File: src/verilog/vts_pkg.sv
// Purpose: Shared constants and types of the valley timing and fault sequencer
// Assumes: 100 MHz core clock, comparator outputs as active high levels
// Notes: Long counts are copied into top-level parameters
package vts_pkg;

   // ==========================================================
   // Clock and timing
   localparam int CLK_MHZ = 100;
   localparam real T_TIMEOUT_US = 6.5;
   localparam int TIMEOUT_CYC = int'($floor(T_TIMEOUT_US * CLK_MHZ));
   localparam int T_AUX_MS = 90;
   localparam int AUX_CYC = T_AUX_MS * CLK_MHZ * 1000;
   localparam int T_HOLD_S = 4;
   localparam int HOLD_CYC = T_HOLD_S * CLK_MHZ * 1000000;
   localparam int T_LL_MS = 25;
   localparam int LL_CYC = T_LL_MS * CLK_MHZ * 1000;
   localparam int T_LIMIT_BLANKING_WINDOW_NS = 250;
   localparam int LIMIT_BLANKING_WINDOW_CYC = (T_LIMIT_BLANKING_WINDOW_NS * CLK_MHZ + 999) / 1000;
   localparam int T_OVERSHOOT_BLANKING_WINDOW_NS = 80;
   localparam int OVERSHOOT_BLANKING_WINDOW_CYC = (T_OVERSHOOT_BLANKING_WINDOW_NS * CLK_MHZ + 999) / 1000;
   localparam int T_MAXON_US = 36;
   localparam int MAXON_CYC = T_MAXON_US * CLK_MHZ;

   // ==========================================================
   // Valley selection and fault counts
   localparam logic [2:0] OVER_LIMIT = 3'h4;
   localparam logic [3:0] VALLEY_LOW = 4'h1;
   localparam logic [3:0] VALLEY_HIGH = 4'h2;
   localparam int FOLD_SHIFT = 5;
   localparam logic [7:0] FULL_SCALE = 8'hff;

   // ==========================================================
   // Register map
   localparam logic [7:0] REG_CTRL = 8'h00;
   localparam logic [7:0] REG_STATUS = 8'h04;
   localparam logic [7:0] REG_SETPT = 8'h08;
   localparam int CTRL_RUN = 0;
   localparam logic CTRL_RUN_RESET = 1'b1;
   localparam logic [2:0] HSIZE_WORD = 3'h2;

   // ==========================================================
   // Types
   typedef enum logic [1:0] {ST_IDLE, ST_WAIT, ST_ON} vts_drv_e;

   typedef struct packed {
      logic valley_below;    // Valley sense below valley threshold
      logic short_above;     // Valley sense above short detect threshold
      logic line_below_ll;   // Line sense below low line level
      logic line_above_hl;   // Line sense above high line level
      logic dim_below_lower; // Dimming input below lower threshold
      logic dim_above_upper; // Dimming input above upper threshold
      logic cs_setpoint;     // Current sense above setpoint
      logic cs_limit;        // Current sense above cycle limit
      logic cs_overshoot;    // Current sense above overshoot threshold
      logic supply_on;       // Supply above turn-on threshold
      logic uvlo;            // Supply undervoltage
   } vts_cmp_s;

endpackage

File: src/verilog/vts_sync.sv
// Purpose: Two-stage synchroniser for comparator levels
// Assumes: Inputs are asynchronous levels
// Notes: Only the second stage is visible
`timescale 1ns/1ps
`default_nettype none
module vts_sync #(
   parameter int W = 1
) (
   input wire logic clk,          // Core clock
   input wire logic rst,          // Synchronous reset
   input wire logic ce,           // Clock enable
   input wire logic [W-1:0] d,    // Asynchronous levels
   output logic [W-1:0] q         // Synchronised levels
);
   typedef struct packed {
      logic [W-1:0] s1;
      logic [W-1:0] s2;
   } vts_sync_s;

   vts_sync_s s;
   vts_sync_s next_s;

   // Shift chain
   always_comb begin
      next_s.s1 = d;
      next_s.s2 = s.s1;
   end

   // State register
   always_ff @(posedge clk) begin
      if (rst) begin
         s <= '0;
      end else if (ce) begin
         s <= next_s;
      end
   end

   assign q = s.s2;
endmodule
`default_nettype wire

File: src/verilog/vts_ahb_regs.sv
// Purpose: AHB-Lite slave for control, status and setpoint registers
// Assumes: Single word transfers, zero wait states while ce is high
// Notes: Unmapped reads return zero, unmapped writes are dropped
`timescale 1ns/1ps
`default_nettype none
module vts_ahb_regs (
   input wire logic clk,            // Core clock
   input wire logic rst,            // Synchronous reset
   input wire logic ce,             // Clock enable
   input wire logic hsel,           // Slave select
   input wire logic [31:0] haddr,   // Address
   input wire logic [1:0] htrans,   // Transfer type
   input wire logic hwrite,         // Write
   input wire logic [2:0] hsize,    // Transfer size
   input wire logic [31:0] hwdata,  // Write data
   input wire logic hready,         // Bus ready
   output logic hreadyout,          // Slave ready
   output logic hresp,              // Always OKAY
   output logic [31:0] hrdata,      // Read data
   output logic run,                // Switching enabled
   input wire logic [31:0] status,  // Block status word
   input wire logic [15:0] setpt    // Current setpoint
);
   typedef struct packed {
      logic wr_pend;
      logic [7:0] wr_addr;
      logic run;
      logic [31:0] rdata;
   } vts_regs_s;

   localparam vts_regs_s RESET = '{wr_pend: 1'b0, wr_addr: '0, run: vts_pkg::CTRL_RUN_RESET, rdata: '0};

   vts_regs_s s;
   vts_regs_s next_s;

   // Address phase capture, data phase write, read mux
   always_comb begin
      next_s = s;
      next_s.wr_pend = 1'b0;
      if (s.wr_pend && s.wr_addr == vts_pkg::REG_CTRL) begin
         next_s.run = hwdata[vts_pkg::CTRL_RUN];
      end
      if (hsel && htrans[1] && hready) begin
         next_s.wr_pend = hwrite && hsize == vts_pkg::HSIZE_WORD;
         next_s.wr_addr = haddr[7:0];
         if (!hwrite) begin
            case (haddr[7:0])
               vts_pkg::REG_CTRL: next_s.rdata = 32'(next_s.run);
               vts_pkg::REG_STATUS: next_s.rdata = status;
               vts_pkg::REG_SETPT: next_s.rdata = 32'(setpt);
               default: next_s.rdata = '0;
            endcase
         end
      end
   end

   // State register
   always_ff @(posedge clk) begin
      if (rst) begin
         s <= RESET;
      end else if (ce) begin
         s <= next_s;
      end
   end

   assign hreadyout = ce;
   assign hresp = 1'b0;
   assign hrdata = s.rdata;
   assign run = s.run;
endmodule
`default_nettype wire

File: src/verilog/vts_valley_timing_fault_sequencer.sv
// Purpose: Valley clock, valley selection, drive gating and fault timers
// Assumes: Comparator outputs arrive asynchronously; dim_code, fold_code
//          and ext_fault come from logic on clk
// Notes: Analog references live outside; only their comparator decisions enter
// Operation
// - Valley sense falling below the 55 mV comparator marks a valley.
// - Valley sense low for 6.5 us emits a time-out pulse.
// - Time-out pulse stands in as a valley clock, also at start-up.
// - Auxiliary short timer clears only when valley sense exceeds 1 V.
// - Short timer reaching 90 ms flags fault and holds off 4 s.
// - Full load switches on first valley low line, second high line.
// - Foldback or dimming counts a selected number of valley clocks.
// - Deeper foldback raises the valley count.
// - Any active fault blocks the next drive pulse.
// - Low line only after line sense below 2.3 V beyond 25 ms.
// - High line at once when line sense exceeds 2.4 V.
// - Drive stays off while dimming input is below 0.7 V.
// - Setpoint zero at lower threshold, full at 2.45 V, linear between.
// - Dimming and foldback factors multiply into the setpoint.
// - Overshoot above 150% limit four periods running starts 4 s hold-off.
// - Overshoot blanking window is much shorter than limit blanking.
// - Cycle current limit trip ends the drive pulse at once.
// - On-time latch is high exactly during switch on-time.
// - After hold-off, resume only once supply exceeds turn-on threshold.
// - Major fault grounds compensation node except under undervoltage.
`timescale 1ns/1ps
`default_nettype none
module vts_valley_timing_fault_sequencer #(
   parameter int AUX_CYCLES = vts_pkg::AUX_CYC,   // Short timer length
   parameter int HOLD_CYCLES = vts_pkg::HOLD_CYC, // Hold-off length
   parameter int LL_CYCLES = vts_pkg::LL_CYC      // Low line blanking
) (
   input wire logic clk,                  // Core clock
   input wire logic rst,                  // Synchronous reset
   input wire logic ce,                   // Clock enable
   input wire vts_pkg::vts_cmp_s cmp_raw, // Comparator levels
   input wire logic [7:0] dim_code,       // Dimming fraction code
   input wire logic [7:0] fold_code,      // Foldback fraction code
   input wire logic fold_active,          // Thermal foldback engaged
   input wire logic ext_fault,            // Other protections tripped
   input wire logic hsel,                 // AHB select
   input wire logic [31:0] haddr,         // AHB address
   input wire logic [1:0] htrans,         // AHB transfer type
   input wire logic hwrite,               // AHB write
   input wire logic [2:0] hsize,          // AHB size
   input wire logic [31:0] hwdata,        // AHB write data
   input wire logic hready,               // AHB ready
   output logic hreadyout,                // AHB slave ready
   output logic hresp,                    // AHB response
   output logic [31:0] hrdata,            // AHB read data
   output logic drv,                      // Gate drive request
   output logic on_latch,                 // On-time latch
   output logic comp_ground,              // Ground compensation node
   output logic aux_short_fault,          // Output short fault
   output logic winding_short_fault,      // Winding short fault
   output logic fault_active,             // Any fault blocks switching
   output logic [15:0] current_setpoint_ref // Scaled current setpoint
);

   // ==========================================================
   // State
   typedef struct packed {
      vts_pkg::vts_drv_e st;
      logic drv;
      logic vprev;
      logic to_pulse;
      logic [9:0] to_cnt;
      logic [31:0] aux_cnt;
      logic aux_fault;
      logic wind_fault;
      logic hold_active;
      logic [31:0] hold_cnt;
      logic comp_gnd;
      logic [31:0] ll_cnt;
      logic low_line;
      logic [3:0] vcnt;
      logic [3:0] need;
      logic [11:0] on_cnt;
      logic over_seen;
      logic [2:0] over_cnt;
      logic [15:0] setpt;
   } vts_core_s;

   vts_core_s s;
   vts_core_s next_s;
   vts_pkg::vts_cmp_s v;
   logic run;
   logic valley_evt;
   logic vclk;
   logic fault_any;
   logic drv_end;
   logic over_hit;
   logic aux_trip;
   logic wind_trip;
   logic [2:0] over_next;
   logic [7:0] dim_f;
   logic [7:0] fold_f;
   logic [3:0] extra;
   logic [31:0] status;

   // ==========================================================
   // Comparator synchronisers
   vts_sync #(
      .W($bits(vts_pkg::vts_cmp_s))
   ) u_sync (
      .clk(clk),
      .rst(rst),
      .ce(ce),
      .d(cmp_raw),
      .q(v)
   );

   // ==========================================================
   // Register slave
   assign status = 32'({s.need, s.over_cnt, s.st, s.drv, s.low_line,
                         s.hold_active, s.wind_fault, s.aux_fault});

   vts_ahb_regs u_regs (
      .clk(clk),
      .rst(rst),
      .ce(ce),
      .hsel(hsel),
      .haddr(haddr),
      .htrans(htrans),
      .hwrite(hwrite),
      .hsize(hsize),
      .hwdata(hwdata),
      .hready(hready),
      .hreadyout(hreadyout),
      .hresp(hresp),
      .hrdata(hrdata),
      .run(run),
      .status(status),
      .setpt(s.setpt)
   );

   // ==========================================================
   // Valley clock
   assign valley_evt = v.valley_below & ~s.vprev;
   assign vclk = valley_evt | s.to_pulse;
   assign fault_any = s.aux_fault | s.wind_fault | s.hold_active | ext_fault;

   // Dimming and foldback factors
   always_comb begin
      dim_f = dim_code;
      if (v.dim_below_lower) begin
         dim_f = '0;
      end else if (v.dim_above_upper) begin
         dim_f = vts_pkg::FULL_SCALE;
      end
      fold_f = fold_active ? fold_code : vts_pkg::FULL_SCALE;
      extra = 4'((vts_pkg::FULL_SCALE - s.setpt[15:8]) >> vts_pkg::FOLD_SHIFT);
   end

   // ==========================================================
   // Next-state logic
   always_comb begin
      next_s = s;
      drv_end = 1'b0;
      over_hit = 1'b0;
      wind_trip = 1'b0;
      over_next = s.over_cnt;
      next_s.vprev = v.valley_below;
      next_s.to_pulse = 1'b0;
      next_s.comp_gnd = s.hold_active & ~v.uvlo;
      next_s.setpt = dim_f * fold_f;

      // Valley count selection
      if (fold_active || !v.dim_above_upper) begin
         next_s.need = (s.low_line ? vts_pkg::VALLEY_LOW : vts_pkg::VALLEY_HIGH) + extra;
      end else begin
         next_s.need = s.low_line ? vts_pkg::VALLEY_LOW : vts_pkg::VALLEY_HIGH;
      end

      // Drive sequencing
      case (s.st)
         vts_pkg::ST_IDLE: begin
            if (run && !fault_any && !v.dim_below_lower) begin
               next_s.st = vts_pkg::ST_WAIT;
               next_s.vcnt = '0;
            end
         end
         vts_pkg::ST_WAIT: begin
            if (fault_any || v.dim_below_lower || !run) begin
               next_s.st = vts_pkg::ST_IDLE;
            end else if (vclk) begin
               if (s.vcnt + 4'h1 >= s.need) begin
                  next_s.st = vts_pkg::ST_ON;
                  next_s.drv = 1'b1;
                  next_s.on_cnt = '0;
                  next_s.over_seen = 1'b0;
                  next_s.vcnt = '0;
               end else begin
                  next_s.vcnt = s.vcnt + 4'h1;
               end
            end
         end
         vts_pkg::ST_ON: begin
            if (s.on_cnt != 12'(vts_pkg::MAXON_CYC - 1)) begin
               next_s.on_cnt = s.on_cnt + 12'h001;
            end
            // Short overshoot blanking
            over_hit = v.cs_overshoot && s.on_cnt >= 12'(vts_pkg::OVERSHOOT_BLANKING_WINDOW_CYC);
            if (over_hit) begin
               next_s.over_seen = 1'b1;
            end
            // Longer limit blanking, max on-time, dimming and faults
            drv_end = ((v.cs_limit || v.cs_setpoint) && s.on_cnt >= 12'(vts_pkg::LIMIT_BLANKING_WINDOW_CYC))
                      || s.on_cnt == 12'(vts_pkg::MAXON_CYC - 1)
                      || v.dim_below_lower || fault_any;
            if (drv_end) begin
               next_s.drv = 1'b0;
               next_s.st = vts_pkg::ST_WAIT;
               next_s.vcnt = '0;
               over_next = (s.over_seen || over_hit) ? s.over_cnt + 3'h1 : '0;
               next_s.over_cnt = over_next;
               wind_trip = over_next == vts_pkg::OVER_LIMIT;
               if (wind_trip) begin
                  next_s.over_cnt = '0;
               end
            end
         end
         default: begin
            next_s.st = vts_pkg::ST_IDLE;
            next_s.drv = 1'b0;
         end
      endcase

      // Time-out counter
      if (valley_evt || drv_end || !v.valley_below) begin
         next_s.to_cnt = '0;
      end else if (s.to_cnt == 10'(vts_pkg::TIMEOUT_CYC - 1)) begin
         next_s.to_cnt = '0;
         next_s.to_pulse = 1'b1;
      end else begin
         next_s.to_cnt = s.to_cnt + 10'h001;
      end

      // Auxiliary short timer
      aux_trip = !s.hold_active && !v.short_above && s.aux_cnt == 32'(AUX_CYCLES - 1);
      if (v.short_above) begin
         next_s.aux_cnt = '0;
      end else if (s.aux_cnt != 32'(AUX_CYCLES - 1)) begin
         next_s.aux_cnt = s.aux_cnt + 32'h0000_0001;
      end

      // Line range detection
      if (v.line_above_hl) begin
         next_s.low_line = 1'b0;
         next_s.ll_cnt = '0;
      end else if (v.line_below_ll) begin
         if (s.ll_cnt == 32'(LL_CYCLES)) begin
            next_s.low_line = 1'b1;
         end else begin
            next_s.ll_cnt = s.ll_cnt + 32'h0000_0001;
         end
      end else begin
         next_s.ll_cnt = '0;
      end

      // Hold-off; a new trip wins over the release
      if (aux_trip || wind_trip) begin
         next_s.hold_active = 1'b1;
         next_s.hold_cnt = '0;
         next_s.aux_fault = s.aux_fault | aux_trip;
         next_s.wind_fault = s.wind_fault | wind_trip;
      end else if (s.hold_active) begin
         if (s.hold_cnt != 32'(HOLD_CYCLES)) begin
            next_s.hold_cnt = s.hold_cnt + 32'h0000_0001;
         end else if (v.supply_on) begin
            next_s.hold_active = 1'b0;
            next_s.aux_fault = 1'b0;
            next_s.wind_fault = 1'b0;
         end
      end
   end

   // State register
   always_ff @(posedge clk) begin
      if (rst) begin
         s <= '0;
      end else if (ce) begin
         s <= next_s;
      end
   end

   // ==========================================================
   // Outputs
   assign drv = s.drv;
   assign on_latch = s.drv;
   assign comp_ground = s.comp_gnd;
   assign aux_short_fault = s.aux_fault;
   assign winding_short_fault = s.wind_fault;
   assign fault_active = fault_any;
   assign current_setpoint_ref = s.setpt;
endmodule
`default_nettype wire

File: config.mk
export PLATFORM = sky130hd
export DESIGN_NAME = vts_valley_timing_fault_sequencer
export DESIGN_NICKNAME = d
export VERILOG_FILES = /design/src/verilog/vts_pkg.sv /design/src/verilog/vts_sync.sv /design/src/verilog/vts_ahb_regs.sv /design/src/verilog/vts_valley_timing_fault_sequencer.sv
export SDC_FILE = /design/constraint.sdc
export NUM_CORES = 1
export LEC_CHECK = 0
export ABC_CLOCK_PERIOD_IN_PS = 7100
export BUFFER_PORTS_ARGS = -buffer_cell sky130_fd_sc_hd__buf_2
export CAP_MARGIN = 40
export CORE_MARGIN = 2
export CORE_UTILIZATION = 55
export DETAILED_ROUTE_END_ITERATION = 7
export PLACE_DENSITY = 0.8
export SYNTH_ARGS = -nofsm -noshare
export SYNTH_HDL_FRONTEND = slang
export SYNTH_SLANG_ARGS = --single-unit
File: constraint.sdc
create_clock -name clk -period 7.1 [get_ports clk]
set_input_delay 0.355 -clock clk [delete_from_list [all_inputs] [get_ports clk]]
set_output_delay 0.355 -clock clk [all_outputs]
set_load 0.005 [all_outputs]
---- Yosys cells after proc, flatten, opt, wreduce, memory -nomap -nowiden ----
Index checks and enable logic that the tools add are counted.
Widths: inputs -> output; s select.
word-level totals
  flip-flop bits (word level) ............. 220
  output and inout port bits .............. 56
  word-level logic and storage cells ...... 175
  input port bits ......................... 104
cells by class
  multiply operators ...................... 1
  bitwise logic cells ..................... 12
  reduce and logical (&&, ||, !) cells .... 52
  mux-type cells .......................... 49
  add/sub/neg operators ................... 9
  equality and inequality tests ........... 24
  order comparisons ....................... 3
operators by type and width
  kind                   count
  $mux 32                5
  $add 32x1->32 const B  3
  $mux 35                2
  $pmux 16 s3            1
  $mux 13                3
  $mux 33                1
  $eq 32x22->1 const B   1
  $eq 32x24->1 const B   1
  $ne 32x24->1 const B   1
  $ne 32x29->1 const B   1
  $pmux 13 s2            1
  $mux 4                 6
  $mux 8                 3
  $reduce_and 6->1       4
  $mux 3                 7
  $mux 10                2
  $logic_not 8->1        2
  $mul 8x8->16           1
  $ne 2x2->1 const B     8
  $reduce_bool 2->1      7
  $add 12x1->12 const B  1
  $eq 12x12->1 const B   1
  $ge 12x4->1 const B    1
  $ge 12x5->1 const B    1
  other kinds (34)       86

---- Logic depth before layout (Yosys ltp) ----
Gate-level depths: netlist of the first run.
  depth in word-level cells ............... 10
  mapped depth ............................ 19
  depth with buffers taken out ............ 19

---- Modules after synthesis ----
Synthesis of the first run repeated with hierarchy kept, for this count alone.
unflattened totals
  cell total of the unflattened synthesis .. 1502
  area, all modules ....................... 12700.9 um2
by module, submodules not included
  module                             instances  cells an instance  area each (um2)  seq. area each (um2)
  vts_valley_timing_fault_sequencer  1          1205               9857.0           3123.0
  vts_ahb_regs                       1          226                2042.0           840.8
  vts_sync                           1          71                 802.0            440.4

---- Worst setup path after synthesis of the first run ----
OpenSTA, ideal clock, no wires.
  kind .................................... reg-to-reg
  from .................................... register u_sync.s, in the netlist u_sync.q[5]
  to ...................................... register s, in the netlist current_setpoint_ref[15]
  slack ................................... 2187 ps
  library setup time ...................... 86 ps
  clock period less this slack ............ 4913 ps
  path buffers ............................ 1
  cell stages (with the launch flop) ...... 19
  required time ........................... 7014 ps
  arrival time ............................ 4828 ps
  path through ............................ dfxtp_1 > clkbuf_1 > o21ai_1 > or2_2 > fa_1 > inv_1 > fa_1 > fa_1 > inv_1 > fa_1 > inv_1 > ha_1 > or2_2 > a21oi_1 > a21oi_1 > a41o_1 > o41ai_1 > xnor2_1 > a211oi_1
on the way
  longest elaborated chain between the ends .. 3
ends and longest elaborated chain
  element                 line                                      text
  from (decl)             vts_sync.sv:20                            vts_sync_s s;
  from (signal assigned)  vts_sync.sv:34                            s <= next_s;
  $mux 8                  vts_valley_timing_fault_sequencer.sv:148  end else if (v.dim_above_upper) begin
  $mux 8                  vts_valley_timing_fault_sequencer.sv:146  if (v.dim_below_lower) begin
  $mul 8x8->16            vts_valley_timing_fault_sequencer.sv:166  next_s.setpt = dim_f * fold_f;
  to (signal assigned)    vts_valley_timing_fault_sequencer.sv:283  s <= next_s;
  to (decl)               vts_valley_timing_fault_sequencer.sv:84   vts_core_s s;
No other way between the ends.
A chain may end at the register's enable or synchronous reset.

---- Worst setup path in the final report of the first run ----
  from .................................... register u_sync.s, in the netlist u_sync.q[6]
  to ...................................... register s, in the netlist current_setpoint_ref[15]
on the way
  longest elaborated chain between the ends .. 2
ends and longest elaborated chain
  element       line
  $mux 8        vts_valley_timing_fault_sequencer.sv:146
  $mul 8x8->16  vts_valley_timing_fault_sequencer.sv:166
No other way between the ends.

==> metrics.cfg, run 1 <==
[outcome]
status=finished clean

[floorplanning]
core_um2=21700
dieArea_um2=23200
die_h_um=152
rows=54
die_x_um=152
pin_count=160
start_util=0.558

[final_layout]
syn2layout_area_growth_pct=8.98
diodes=0
n_fill_cell=1886
nets=1672
finalNonFillerCells=1769
drive_above_1_share=0.108

[power_and_ir_drop]
power_density_nw_per_um2=265
power.leakage_nw=5.24
ir_worst_vdd_v=0.000277

[global_routing]
grt_max_degree=80
grt-ovfl-total=0
grt_pass1_wl_mm=46.5
grt_antenna_before_repair=0
track_usage=0.233
grt_pass1_vias=9773

[critical_path]
cp_max_fo=10
critPathKind=flop to flop
cp.arrival_ns=5.99
crit_required_ns=7.52
worst_path_most_repeated_cell=fa_1
worst_r2r_endpoint=current_setpoint_ref[15]$_SDFFE_PP0P_
worstReg2RegStart=u_sync.q[6]$_SDFFE_PP0P_
ff2ff_setup_slack_ns=1.52
r2r.worst_path.cells=17
crit_path_top_delay_cell=fa_1
worstPathCellList=clkinv_1 > o21ai_1 > nor2_1 > fa_1 > fa_1 > fa_1 > inv_1 > fa_1 > inv_1 > ha_1 > or2_2 > a21oi_1 > a21oi_1 > a41o_1 > o41ai_1 > xnor2_1 > a211oi_1
cp-start-kind=flop
critPathMaxStageDelay_ns=0.60
cp-end-kind=flop

[detailed_routing]
drt-initial-drc-count=724
wl_per_cell_um=15.6
viasPerCell=5.77
dr.pass1.iters=5
vias=10208
routed_wl_mm=27.6
postRouteAntennaNets=0
drc=0

[logic_synthesis]
synth-main-ff-cell=dfxtp_1
asyncSetResetFlopFracSynth=0
ys_seq_area_frac=0.338
syn_avg_cell_area_um2=8.37
synth_edf_count=0
synth_cells=1446
yosys.area.top_type=dfxtp_1
yosysUniqueCellTypes=75
netlist_area_um2=12100
synth_top_area_share=0.338
yosysWarnings=0
ys_seq_elements=204
synthTopCellsByArea=dfxtp_1 34%, nor2_1 6.9%, fa_1 6.1%

[sta]
finalCritPeriodShare=0.786
skew_ns=0.0198
hold_slack_ns=0.0708
drv_slew=0
tightest_slew_ns=0.866
period_minus_slack_ns=5.58
setup_viol=0
fin_tns_setup_ns=0
worst_slew_margin_rel=0.423
rsz0062_at_grt=no
max_freq_mhz=179
hold_violations=0

[placed_design]
placed_cells=1732
port_buffers=86
hpwlAfterDp_mm=19.9
gp_congestion=0.892

[min_path]
hold_start=cmp_raw[4]
hold_end=u_sync.next_s[4]$_SDFFE_PP0P_
holdCritPathClass=input pin to flop
hold_depth=3

[clock_tree]
post_cts_buffers=0
clk_pin_slew_ns=0.06
cts_hold_buf=0
clkLatencyLatePin_ns=0.52
cts_max_level=1
numClockSinks=204
cts_buffers=23
cts_root_buffer=clkbuf_16
cts_buffer_depth=3
cts_tree=done
cts_resized=0

[run]
maxCapViolations=0

==> worst max-delay path by stage <==
stage,start,end,slack [ns],cells past startpoint
6_report,u_sync.q[6]$_SDFFE_PP0P_,current_setpoint_ref[15]$_SDFFE_PP0P_,1.52,17
5_1_grt,u_sync.q[6]$_SDFFE_PP0P_,current_setpoint_ref[15]$_SDFFE_PP0P_,1.20,17
4_1_cts,u_sync.q[6]$_SDFFE_PP0P_,current_setpoint_ref[15]$_SDFFE_PP0P_,1.53,17
3_5_place_dp,u_sync.q[6]$_SDFFE_PP0P_,current_setpoint_ref[15]$_SDFFE_PP0P_,1.56,17
3_3_place_gp,u_sync.q[6]$_SDFFE_PP0P_,current_setpoint_ref[15]$_SDFFE_PP0P_,1.74,17
2_1_floorplan,u_sync.q[5]$_SDFFE_PP0P_,current_setpoint_ref[15]$_SDFFE_PP0P_,2.19,18
==> layout make-up <==
type | count | area, µm² | area share
clock buffers | 30 | 662 | 0.0502
clock inverters | 7 | 71.3 | 0.00541
inverters | 82 | 308 | 0.0233
multi-input cells | 1070 | 7170 | 0.544
flip-flops and latches | 204 | 4080 | 0.310
well taps | 280 | 350 | 0.0266
repair buffers | 96 | 534 | 0.0405
==> worst max-delay path: cells and delay by family (launching register included) <==
kind,cells,cell delay (ns)
fa+ha+maj,5,2.44
compound gates,6,1.59
simple gates,2,0.49
flops,1,0.42
buf+inv,3,0.41
xor+xnor,1,0.13
==> stage by stage <==
stage | utilization | total power, mW | worst slack [ns] | area (µm²)
after detailed placement | 0.574 | 2.35 | 1.56 | 12400
after CTS | 0.608 | 3.51 | 1.53 | 13200
after global routing | 0.608 | 3.71 | 1.20 | 13200
after global placement | 0.571 | 2.31 | 1.74 | 12400
after floorplan | - | 2.14 | 2.19 | 12200
final | 0.608 | 3.49 | 1.52 | 13200
==> report_power, final <==
group / internal [mW] / total (mW) / switching (mW)
Sequential: 1.19 / 1.23 / 0.0413
Clock: 0.687 / 1.15 / 0.464
Combinational: 0.498 / 1.11 / 0.612
Total: 2.37 / 3.49 / 1.12
==> kinds of logic after synthesis <==
kind of cell / Yosys count / synth area share
AND/OR/NAND/NOR: 607 / 0.254
AO/OA/AOI/OAI: 233 / 0.124
other: 1 / 0.000310
buffers and inverters: 188 / 0.0748
flip-flops: 204 / 0.338
XOR/XNOR: 87 / 0.0630
multiplexers: 35 / 0.0290
adder cells (fa/ha/maj): 91 / 0.117
==> Yosys cell counts (13+ instances only) <==
library cell,number
and3_1,28
or3_1,22
nor4_1,17
nand4_1,38
buf_4,51
o21ai_0,40
a22o_1,13
fa_1,37
dfxtp_1,204
a22oi_1,14
xor2_1,42
clkbuf_1,38
nand3_1,42
inv_1,80
or2_2,18
nor3_1,25
nand2_1,105
nor2b_1,13
ha_1,54
mux2i_1,35
nor2_1,221
a21oi_1,84
xnor2_1,45
==> flip-flops by register name (all words and copies together) (netlist names), 9 cells and up <==
name	cells
u_sync.q	11
u_regs.hrdata	16
current_setpoint_ref	16
u_sync.next_s	11
u_regs.s	9
s	136
==> metal layers <==
| layer | GRT usage | part of all wire |
|---|---|---|
| met1 | 0.314 | 0.45 |
| met2 | 0.390 | 0.47 |
| met3 | 0.0361 | 0.057 |
| met4 | 0.0690 | 0.029 |
| met5 | 0 | 0 |
==> cell usage in the layout (no fill, tap or decap), drive strengths merged, types with 14 or more instances in the layout <==
master  instances
mux2i          35
nand4          38
dfxtp         204
nand2         105
buf            96
ha             54
nor4           19
a22oi          14
conb           17
and3           28
o21ai          51
inv            81
xnor2          45
nor3           25
nand3          42
xor2           42
nor2          221
fa             37
clkbuf         30
a21oi          84
or2            19
or3            22
(Power assumes the default switching activity.)
==> inputs of run 2 (changes only) <==
ABC_CLOCK_PERIOD_IN_PS = 4600   (was 7100)
CORE_UTILIZATION = 53   (was 55)
clock period = 4.6 ns   (was 7.1 ns; I/O delays follow)
==> run 2 against run 1 <==
Net effect: final cell count grew 4.4%; register-to-register slack worse by 1.5 ns; clock skew is 0.0042 ns lower; wire length rose by 8.7%; via count increased by 4.4%; cell area is 6.0% higher; non-clock buffer count increased by 72; sequential share of layout area fell by 1.7 points; die area is 3.7% higher; power is 68% higher; critical endpoint unchanged; highest routed layer unchanged.
==> metrics.cfg, run 2 (synthesis results as in run 1) <==
[clock_tree]
clk_pin_slew_ns=0.06  ; about the same
cts_buffer_depth=3  ; unchanged
cts_tree=done  ; unchanged
clkLatencyLatePin_ns=0.51  ; was 0.52 ns
cts_buffers=21  ; was 23
cts_max_level=1  ; unchanged
cts_root_buffer=clkbuf_16  ; unchanged
numClockSinks=204  ; unchanged

[global_routing]
grt_antenna_before_repair=0  ; unchanged
grt-ovfl-total=0  ; unchanged
grt_pass1_vias=9841  ; was 9773
track_usage=0.235  ; was 0.233
grt_max_degree=73  ; was 80
grt_pass1_wl_mm=47.4  ; was 46.5 mm

[floorplanning]
dieArea_um2=24000  ; was 23200 µm²
die_x_um=155  ; was 152 µm
die_h_um=155  ; was 152 µm
rows=55  ; was 54
start_util=0.538  ; was 0.558
core_um2=22500  ; was 21700 µm²
pin_count=160  ; unchanged

[final_layout]
nets=1743  ; was 1672
finalNonFillerCells=1846  ; was 1769
largest_register_ffs=136  ; unchanged
post-route-util=0.621  ; was 0.608
regMostFlops=s  ; unchanged
drive_above_1_share=0.156  ; was 0.108
diodes=0  ; unchanged
syn2layout_area_growth_pct=15.5  ; was 8.98%
final_area_um2=14000  ; was 13200 µm²
layout_commonest_cell=nor2_1  ; unchanged
final_cell_mix=218 x nor2_1, 202 x dfxtp_1, 105 x nand2_1, 85 x buf_2, 82 x a21oi_1  ; was 221 x nor2_1, 204 x dfxtp_1, 105 x nand2_1, 84 x a21oi_1, 84 x buf_2

[detailed_routing]
drt-initial-drc-count=713  ; was 724
wl_per_cell_um=16.3  ; was 15.6 µm
drc=0  ; unchanged
dr.pass1.iters=5  ; unchanged
viasPerCell=5.77  ; about the same
routed_wl_mm=30.1  ; was 27.6 mm
vias=10653  ; was 10208
postRouteAntennaNets=0  ; unchanged

[critical_path]
cp-end-kind=flop  ; unchanged
cp_max_fo=5  ; was 10
crit_path_top_delay_cell=fa_1  ; unchanged
worstPathCellList=buf_8 > o21ai_4 > buf_6 > nor2_1 > fa_2 > fa_1 > inv_1 > fa_1 > fa_1 > inv_1 > ha_4 > o21a_1 > o31ai_4 > a21oi_2 > a41o_1 > o41ai_2 > xnor2_1 > a211oi_1  ; was clkinv_1 > o21ai_1 > nor2_1 > fa_1 > fa_1 > fa_1 > inv_1 > fa_1 > inv_1 > ha_1 > or2_2 > a21oi_1 > a21oi_1 > a41o_1 > o41ai_1 > xnor2_1 > a211oi_1
cp.arrival_ns=4.97  ; was 5.99 ns
worst_path_most_repeated_cell=fa_1  ; unchanged
crit_required_ns=5.02  ; was 7.52 ns
cp-start-kind=flop  ; unchanged
critPathKind=flop to flop  ; unchanged
critPathMaxStageDelay_ns=0.54  ; was 0.60 ns

[placed_design]
placed_area_um2=12800  ; was 12400 µm²
port_buffers=86  ; unchanged
gp_congestion=0.897  ; was 0.892
placed_cells=1774  ; was 1732
hpwlAfterDp_mm=20.8  ; was 19.9 mm

[power_and_ir_drop]
ir_worst_vdd_v=0.000355  ; was 0.000277 V
power_density_nw_per_um2=419  ; was 265 nW/µm²
power.leakage_nw=5.58  ; was 5.24 nW

[sta]
finalCritPeriodShare=0.990  ; was 0.786
hold_violations=0  ; unchanged
rsz0062_at_grt=yes  ; was no
setup_viol=0  ; unchanged
skew_ns=0.0157  ; was 0.0198 ns
tightest_slew_ns=0.853  ; was 0.866 ns
period_minus_slack_ns=4.56  ; was 5.58 ns
max_freq_mhz=219  ; was 179 MHz
fin_tns_setup_ns=0  ; unchanged
worst_slew_margin_rel=0.426  ; was 0.423
drv_slew=0  ; unchanged

[run]
maxCapViolations=0  ; unchanged

[min_path]
holdCritPathClass=input pin to flop  ; unchanged

[outcome]
status=finished clean  ; unchanged

[run 2: layout make-up]
type	instances	area [µm²]
multi-input cells	1070	7390
well taps	285	357
repair inverters	1	8.76
clock buffers	33	611
flip-flops and latches	204	4090
fillers	1832	8530
inverters	82	320
repair buffers	168	1180
clock inverters	3	18.8
[run 2: path summary, 6_finish.rpt]
| kind | slack, ns | start | cells after the start | endpoint |
|---|---|---|---|---|
| max | 0.04 | u_sync.q[5]$_SDFFE_PP0P_ | 18 | current_setpoint_ref[15]$_SDFFE_PP0P_ |
| min | 0.02 | rst | 2 | u_regs.s[34]$_SDFFE_PP0P_ |
| max reg2reg | 0.04 | u_sync.q[5]$_SDFFE_PP0P_ | 18 | current_setpoint_ref[15]$_SDFFE_PP0P_ |
| min reg2reg | 0.45 | u_regs.hrdata[14]$_SDFFE_PP0P_ | 2 | u_regs.hrdata[14]$_SDFFE_PP0P_ |
[run 2: layer usage]
metal | track usage | wire length [µm] | part of all wire | up-vias
li1 | - | - | - | 5156
met1 | 0.305 | 12800 | 0.43 | 5088
met2 | 0.414 | 14600 | 0.49 | 347
met3 | 0.0318 | 1750 | 0.058 | 62
met4 | 0.0635 | 875 | 0.029 | 0
met5 | 0 | 0 | 0 | -
[run 2: power breakdown]
group | internal (mW) | total, mW | leakage [nW] | switching [mW]
sequential | 1.83 | 1.89 | 1.65 | 0.0567
clock | 0.908 | 1.59 | 0.309 | 0.684
combinational | 1.19 | 2.38 | 3.62 | 1.19
total | 3.92 | 5.85 | 5.58 | 1.93
[run 2: timing repair]
| item | 4_1_cts | 5_1_grt |
|---|---|---|
| buffers inserted | 0 | 15 |
| setup endpoints to repair | 4 | 7 |
| gates resized for setup | 10 | 42 |
| pin swaps | 8 | 32 |
| endpoints found under the hold margin | 16 | 0 |
| cloned | 1 | 0 |
| hold buffers | 19 | 0 |
[run 2: worst max-delay path, delay by kind of cell (launching register included)]
family,cells,cell delay (ns)
adders and majority gates,5,2.16
and+or+nand+nor,1,0.06
buffers and inverters,4,0.40
xor gates and xnor gates,1,0.11
DFF,1,0.36
AOI/OAI and AO/OA,7,1.36
[run 2: through the flow]
| step | setup WS, ns | hold slack [ns] | power [mW] |
|---|---|---|---|
| floorplan | 0.00937 | 0.366 | 3.32 |
| global placement | -0.0860 | 0.439 | 3.78 |
| detailed placement | -0.179 | 0.445 | 3.85 |
| CTS | -0.0151 | 0.0000647 | 5.51 |
| global route | -0.0509 | 0.0250 | 6.19 |
| finish | 0.0440 | 0.0180 | 5.85 |
==> inputs of run 3 (changes only) <==
PLACE_DENSITY = default   (was 0.8)
PLACE_DENSITY_LB_ADDON = 0.3   (was default)
==> run 3 against run 2 <==
Net effect: sequential share of layout area fell by 0.22 points; highest routed layer is now met5; count of clock-buffer cells in the layout shrank 2; critical endpoint unchanged; clock skew is 0.0011 ns lower; combinational power shrank 5%; power increased by 2.1%; final cell count unchanged; via count fell by 2.6%; fmax increased by 1.2%; non-clock buffer count shrank 5; wire length is 6.1% lower; worst hold slack improved by 0.010 ns; cell area grew 0.69%.
==> metrics.cfg, run 3 (synthesis results as in run 1) <==
[min_path]
holdCritPathClass=input pin to flop  ; unchanged
hold_depth=3  ; was 2
hold_end=u_regs.s[35]$_SDFFE_PP0P_  ; was u_regs.s[34]$_SDFFE_PP0P_
hold_start=haddr[2]  ; was rst

[final_layout]
layout_commonest_cell=nor2_1  ; unchanged
largest_register_ffs=136  ; unchanged
n_fill_cell=1939  ; was 1832
post-route-util=0.625  ; was 0.621
nets=1739  ; was 1743
finalNonFillerCells=1846  ; unchanged
final_cell_mix=219 x nor2_1, 202 x dfxtp_1, 105 x nand2_1, 84 x buf_2, 82 x a21oi_1  ; was 218 x nor2_1, 202 x dfxtp_1, 105 x nand2_1, 85 x buf_2, 82 x a21oi_1
drive_above_1_share=0.157  ; was 0.156
final_area_um2=14100  ; was 14000 µm²
syn2layout_area_growth_pct=16.3  ; was 15.5%
regMostFlops=s  ; unchanged

[clock_tree]
cts_root_buffer=clkbuf_16  ; unchanged
clkLatencyLatePin_ns=0.51  ; about the same
cts_tree=done  ; unchanged
numClockSinks=204  ; unchanged
cts_buffer_depth=3  ; unchanged
cts_buffers=23  ; was 21
cts_max_level=1  ; unchanged
clk_pin_slew_ns=0.06  ; about the same

[sta]
setup_viol=0  ; unchanged
finalCritPeriodShare=0.979  ; was 0.990
drv_slew=0  ; unchanged
tightest_slew_ns=0.893  ; was 0.853 ns
skew_ns=0.0146  ; was 0.0157 ns
rsz0062_at_grt=yes  ; unchanged
hold_violations=0  ; unchanged
period_minus_slack_ns=4.50  ; was 4.56 ns
fin_tns_setup_ns=0  ; unchanged
worst_slew_margin_rel=0.404  ; was 0.426
max_freq_mhz=222  ; was 219 MHz

[global_routing]
grt_pass1_vias=9738  ; was 9841
grt_pass1_wl_mm=46.5  ; was 47.4 mm
grt_max_degree=82  ; was 73
track_usage=0.228  ; was 0.235
grt-ovfl-total=0  ; unchanged
grt_antenna_before_repair=2  ; was 0

[power_and_ir_drop]
power.leakage_nw=5.63  ; was 5.58 nW
ir_worst_vdd_v=0.000397  ; was 0.000355 V
power_mw=5.98  ; was 5.85 mW
power_density_nw_per_um2=425  ; was 419 nW/µm²

[detailed_routing]
viasPerCell=5.62  ; was 5.77
routed_wl_mm=28.2  ; was 30.1 mm
dr.pass1.iters=4  ; was 5
postRouteAntennaNets=0  ; unchanged
drt-initial-drc-count=565  ; was 713
drc=0  ; unchanged
wl_per_cell_um=15.3  ; was 16.3 µm
vias=10374  ; was 10653

[floorplanning]
pin_count=160  ; unchanged
start_util=0.538  ; unchanged
die_x_um=155  ; unchanged
die_h_um=155  ; unchanged
rows=55  ; unchanged
dieArea_um2=24000  ; unchanged
core_um2=22500  ; unchanged

[critical_path]
worst_path_most_repeated_cell=fa_1  ; unchanged
critPathMaxStageDelay_ns=0.53  ; was 0.54 ns
worstPathCellList=buf_12 > o21ai_4 > buf_6 > nor2_1 > fa_2 > fa_1 > inv_1 > fa_1 > fa_1 > inv_1 > ha_4 > o21a_1 > o31ai_4 > a21oi_2 > a41o_1 > o41ai_2 > xnor2_1 > a211oi_1  ; was buf_8 > o21ai_4 > buf_6 > nor2_1 > fa_2 > fa_1 > inv_1 > fa_1 > fa_1 > inv_1 > ha_4 > o21a_1 > o31ai_4 > a21oi_2 > a41o_1 > o41ai_2 > xnor2_1 > a211oi_1
cp-end-kind=flop  ; unchanged
worst_r2r_endpoint=current_setpoint_ref[15]$_SDFFE_PP0P_  ; unchanged
crit_required_ns=5.02  ; about the same
cp.arrival_ns=4.92  ; was 4.97 ns
ff2ff_setup_slack_ns=0.1  ; was 0.04 ns
critPathKind=flop to flop  ; unchanged
cp_max_fo=5  ; unchanged
crit_buf_inv=4  ; unchanged
startpoint=u_sync.q[5]$_SDFFE_PP0P_  ; unchanged
crit_path_top_delay_cell=fa_1  ; unchanged
r2r.worst_path.cells=18  ; unchanged
worstReg2RegStart=u_sync.q[5]$_SDFFE_PP0P_  ; unchanged
critPathTopFamily=adder cells  ; unchanged
cp-start-kind=flop  ; unchanged

[run]
maxCapViolations=0  ; unchanged

[placed_design]
hpwlAfterDp_mm=20.0  ; was 20.8 mm
port_buffers=86  ; unchanged
gp_congestion=0.852  ; was 0.897
placed_area_um2=12800  ; about the same
placed_cells=1774  ; unchanged

[outcome]
status=finished clean  ; unchanged

-- run 3: worst max-delay path by stage --
| stage | endpoint | slack [ns] | cells past startpoint |
|---|---|---|---|
| after CTS | current_setpoint_ref[15]$_SDFFE_PP0P_ | 0.005 | 17 |
| after global routing | current_setpoint_ref[15]$_SDFFE_PP0P_ | -0.10 | 18 |
| final | current_setpoint_ref[15]$_SDFFE_PP0P_ | 0.1 | 18 |
| after global placement | current_setpoint_ref[15]$_SDFFE_PP0P_ | -0.09 | 18 |
| after floorplan | current_setpoint_ref[15]$_SDFFE_PP0P_ | 0.009 | 18 |
| after detailed placement | current_setpoint_ref[15]$_SDFFE_PP0P_ | -0.14 | 18 |
-- run 3: where the power goes --
part | switching (mW) | internal [mW] | total (mW)
combinational | 1.10 | 1.15 | 2.25
sequential | 0.0596 | 1.83 | 1.89
clock | 0.728 | 1.11 | 1.84
total | 1.89 | 4.09 | 5.98
-- run 3: layout make-up --
| class | count | area (µm²) | area share |
|---|---|---|---|
| Sequential cell | 204 | 4090 | 0.291 |
| Timing Repair Buffer | 163 | 1160 | 0.0823 |
| Multi-Input combinational cell | 1070 | 7390 | 0.525 |
| Antenna cell | 1 | 2.50 | 0.000178 |
| Clock inverter | 10 | 110 | 0.00783 |
| Tap cell | 285 | 357 | 0.0253 |
| Inverter | 82 | 313 | 0.0222 |
| Clock buffer | 31 | 656 | 0.0466 |
-- run 3: layer usage --
layer	share of wire	global-route usage
met1	0.46	0.298
met2	0.47	0.394
met3	0.042	0.0348
met4	0.025	0.0613
met5	0.00050	0
-- run 3: timing repair --
| item | in CTS | in global routing |
|---|---|---|
| resized for setup | 11 | 31 |
| setup buffers | 1 | 10 |
| pin swaps | 12 | 37 |
| cloned | 1 | 0 |
| hold endpoints to repair | 19 | 0 |
| hold buffers | 18 | 0 |
| endpoints found under the setup margin | 4 | 7 |
-- run 3: through the flow --
stage | hold slack (ns) | setup WS [ns]
floorplan | 0.366 | 0.00937
global placement | 0.436 | -0.0947
detailed placement | 0.454 | -0.141
CTS | 0.00823 | 0.00548
global route | 0.0441 | -0.101
finish | 0.0284 | 0.0969
-- run 3: worst register-to-register path: stages (launching register included) --
cell and delay (ns):
dfxtp_4 0.37, buf_12 0.15, o21ai_4 0.19, buf_6 0.14, nor2_1 0.06, fa_2 0.40, fa_1 0.53, inv_1 0.05
fa_1 0.48, fa_1 0.50, inv_1 0.07, ha_4 0.21, o21a_1 0.21, o31ai_4 0.07, a21oi_2 0.10, a41o_1 0.25
o41ai_2 0.30, xnor2_1 0.10, a211oi_1 0.21
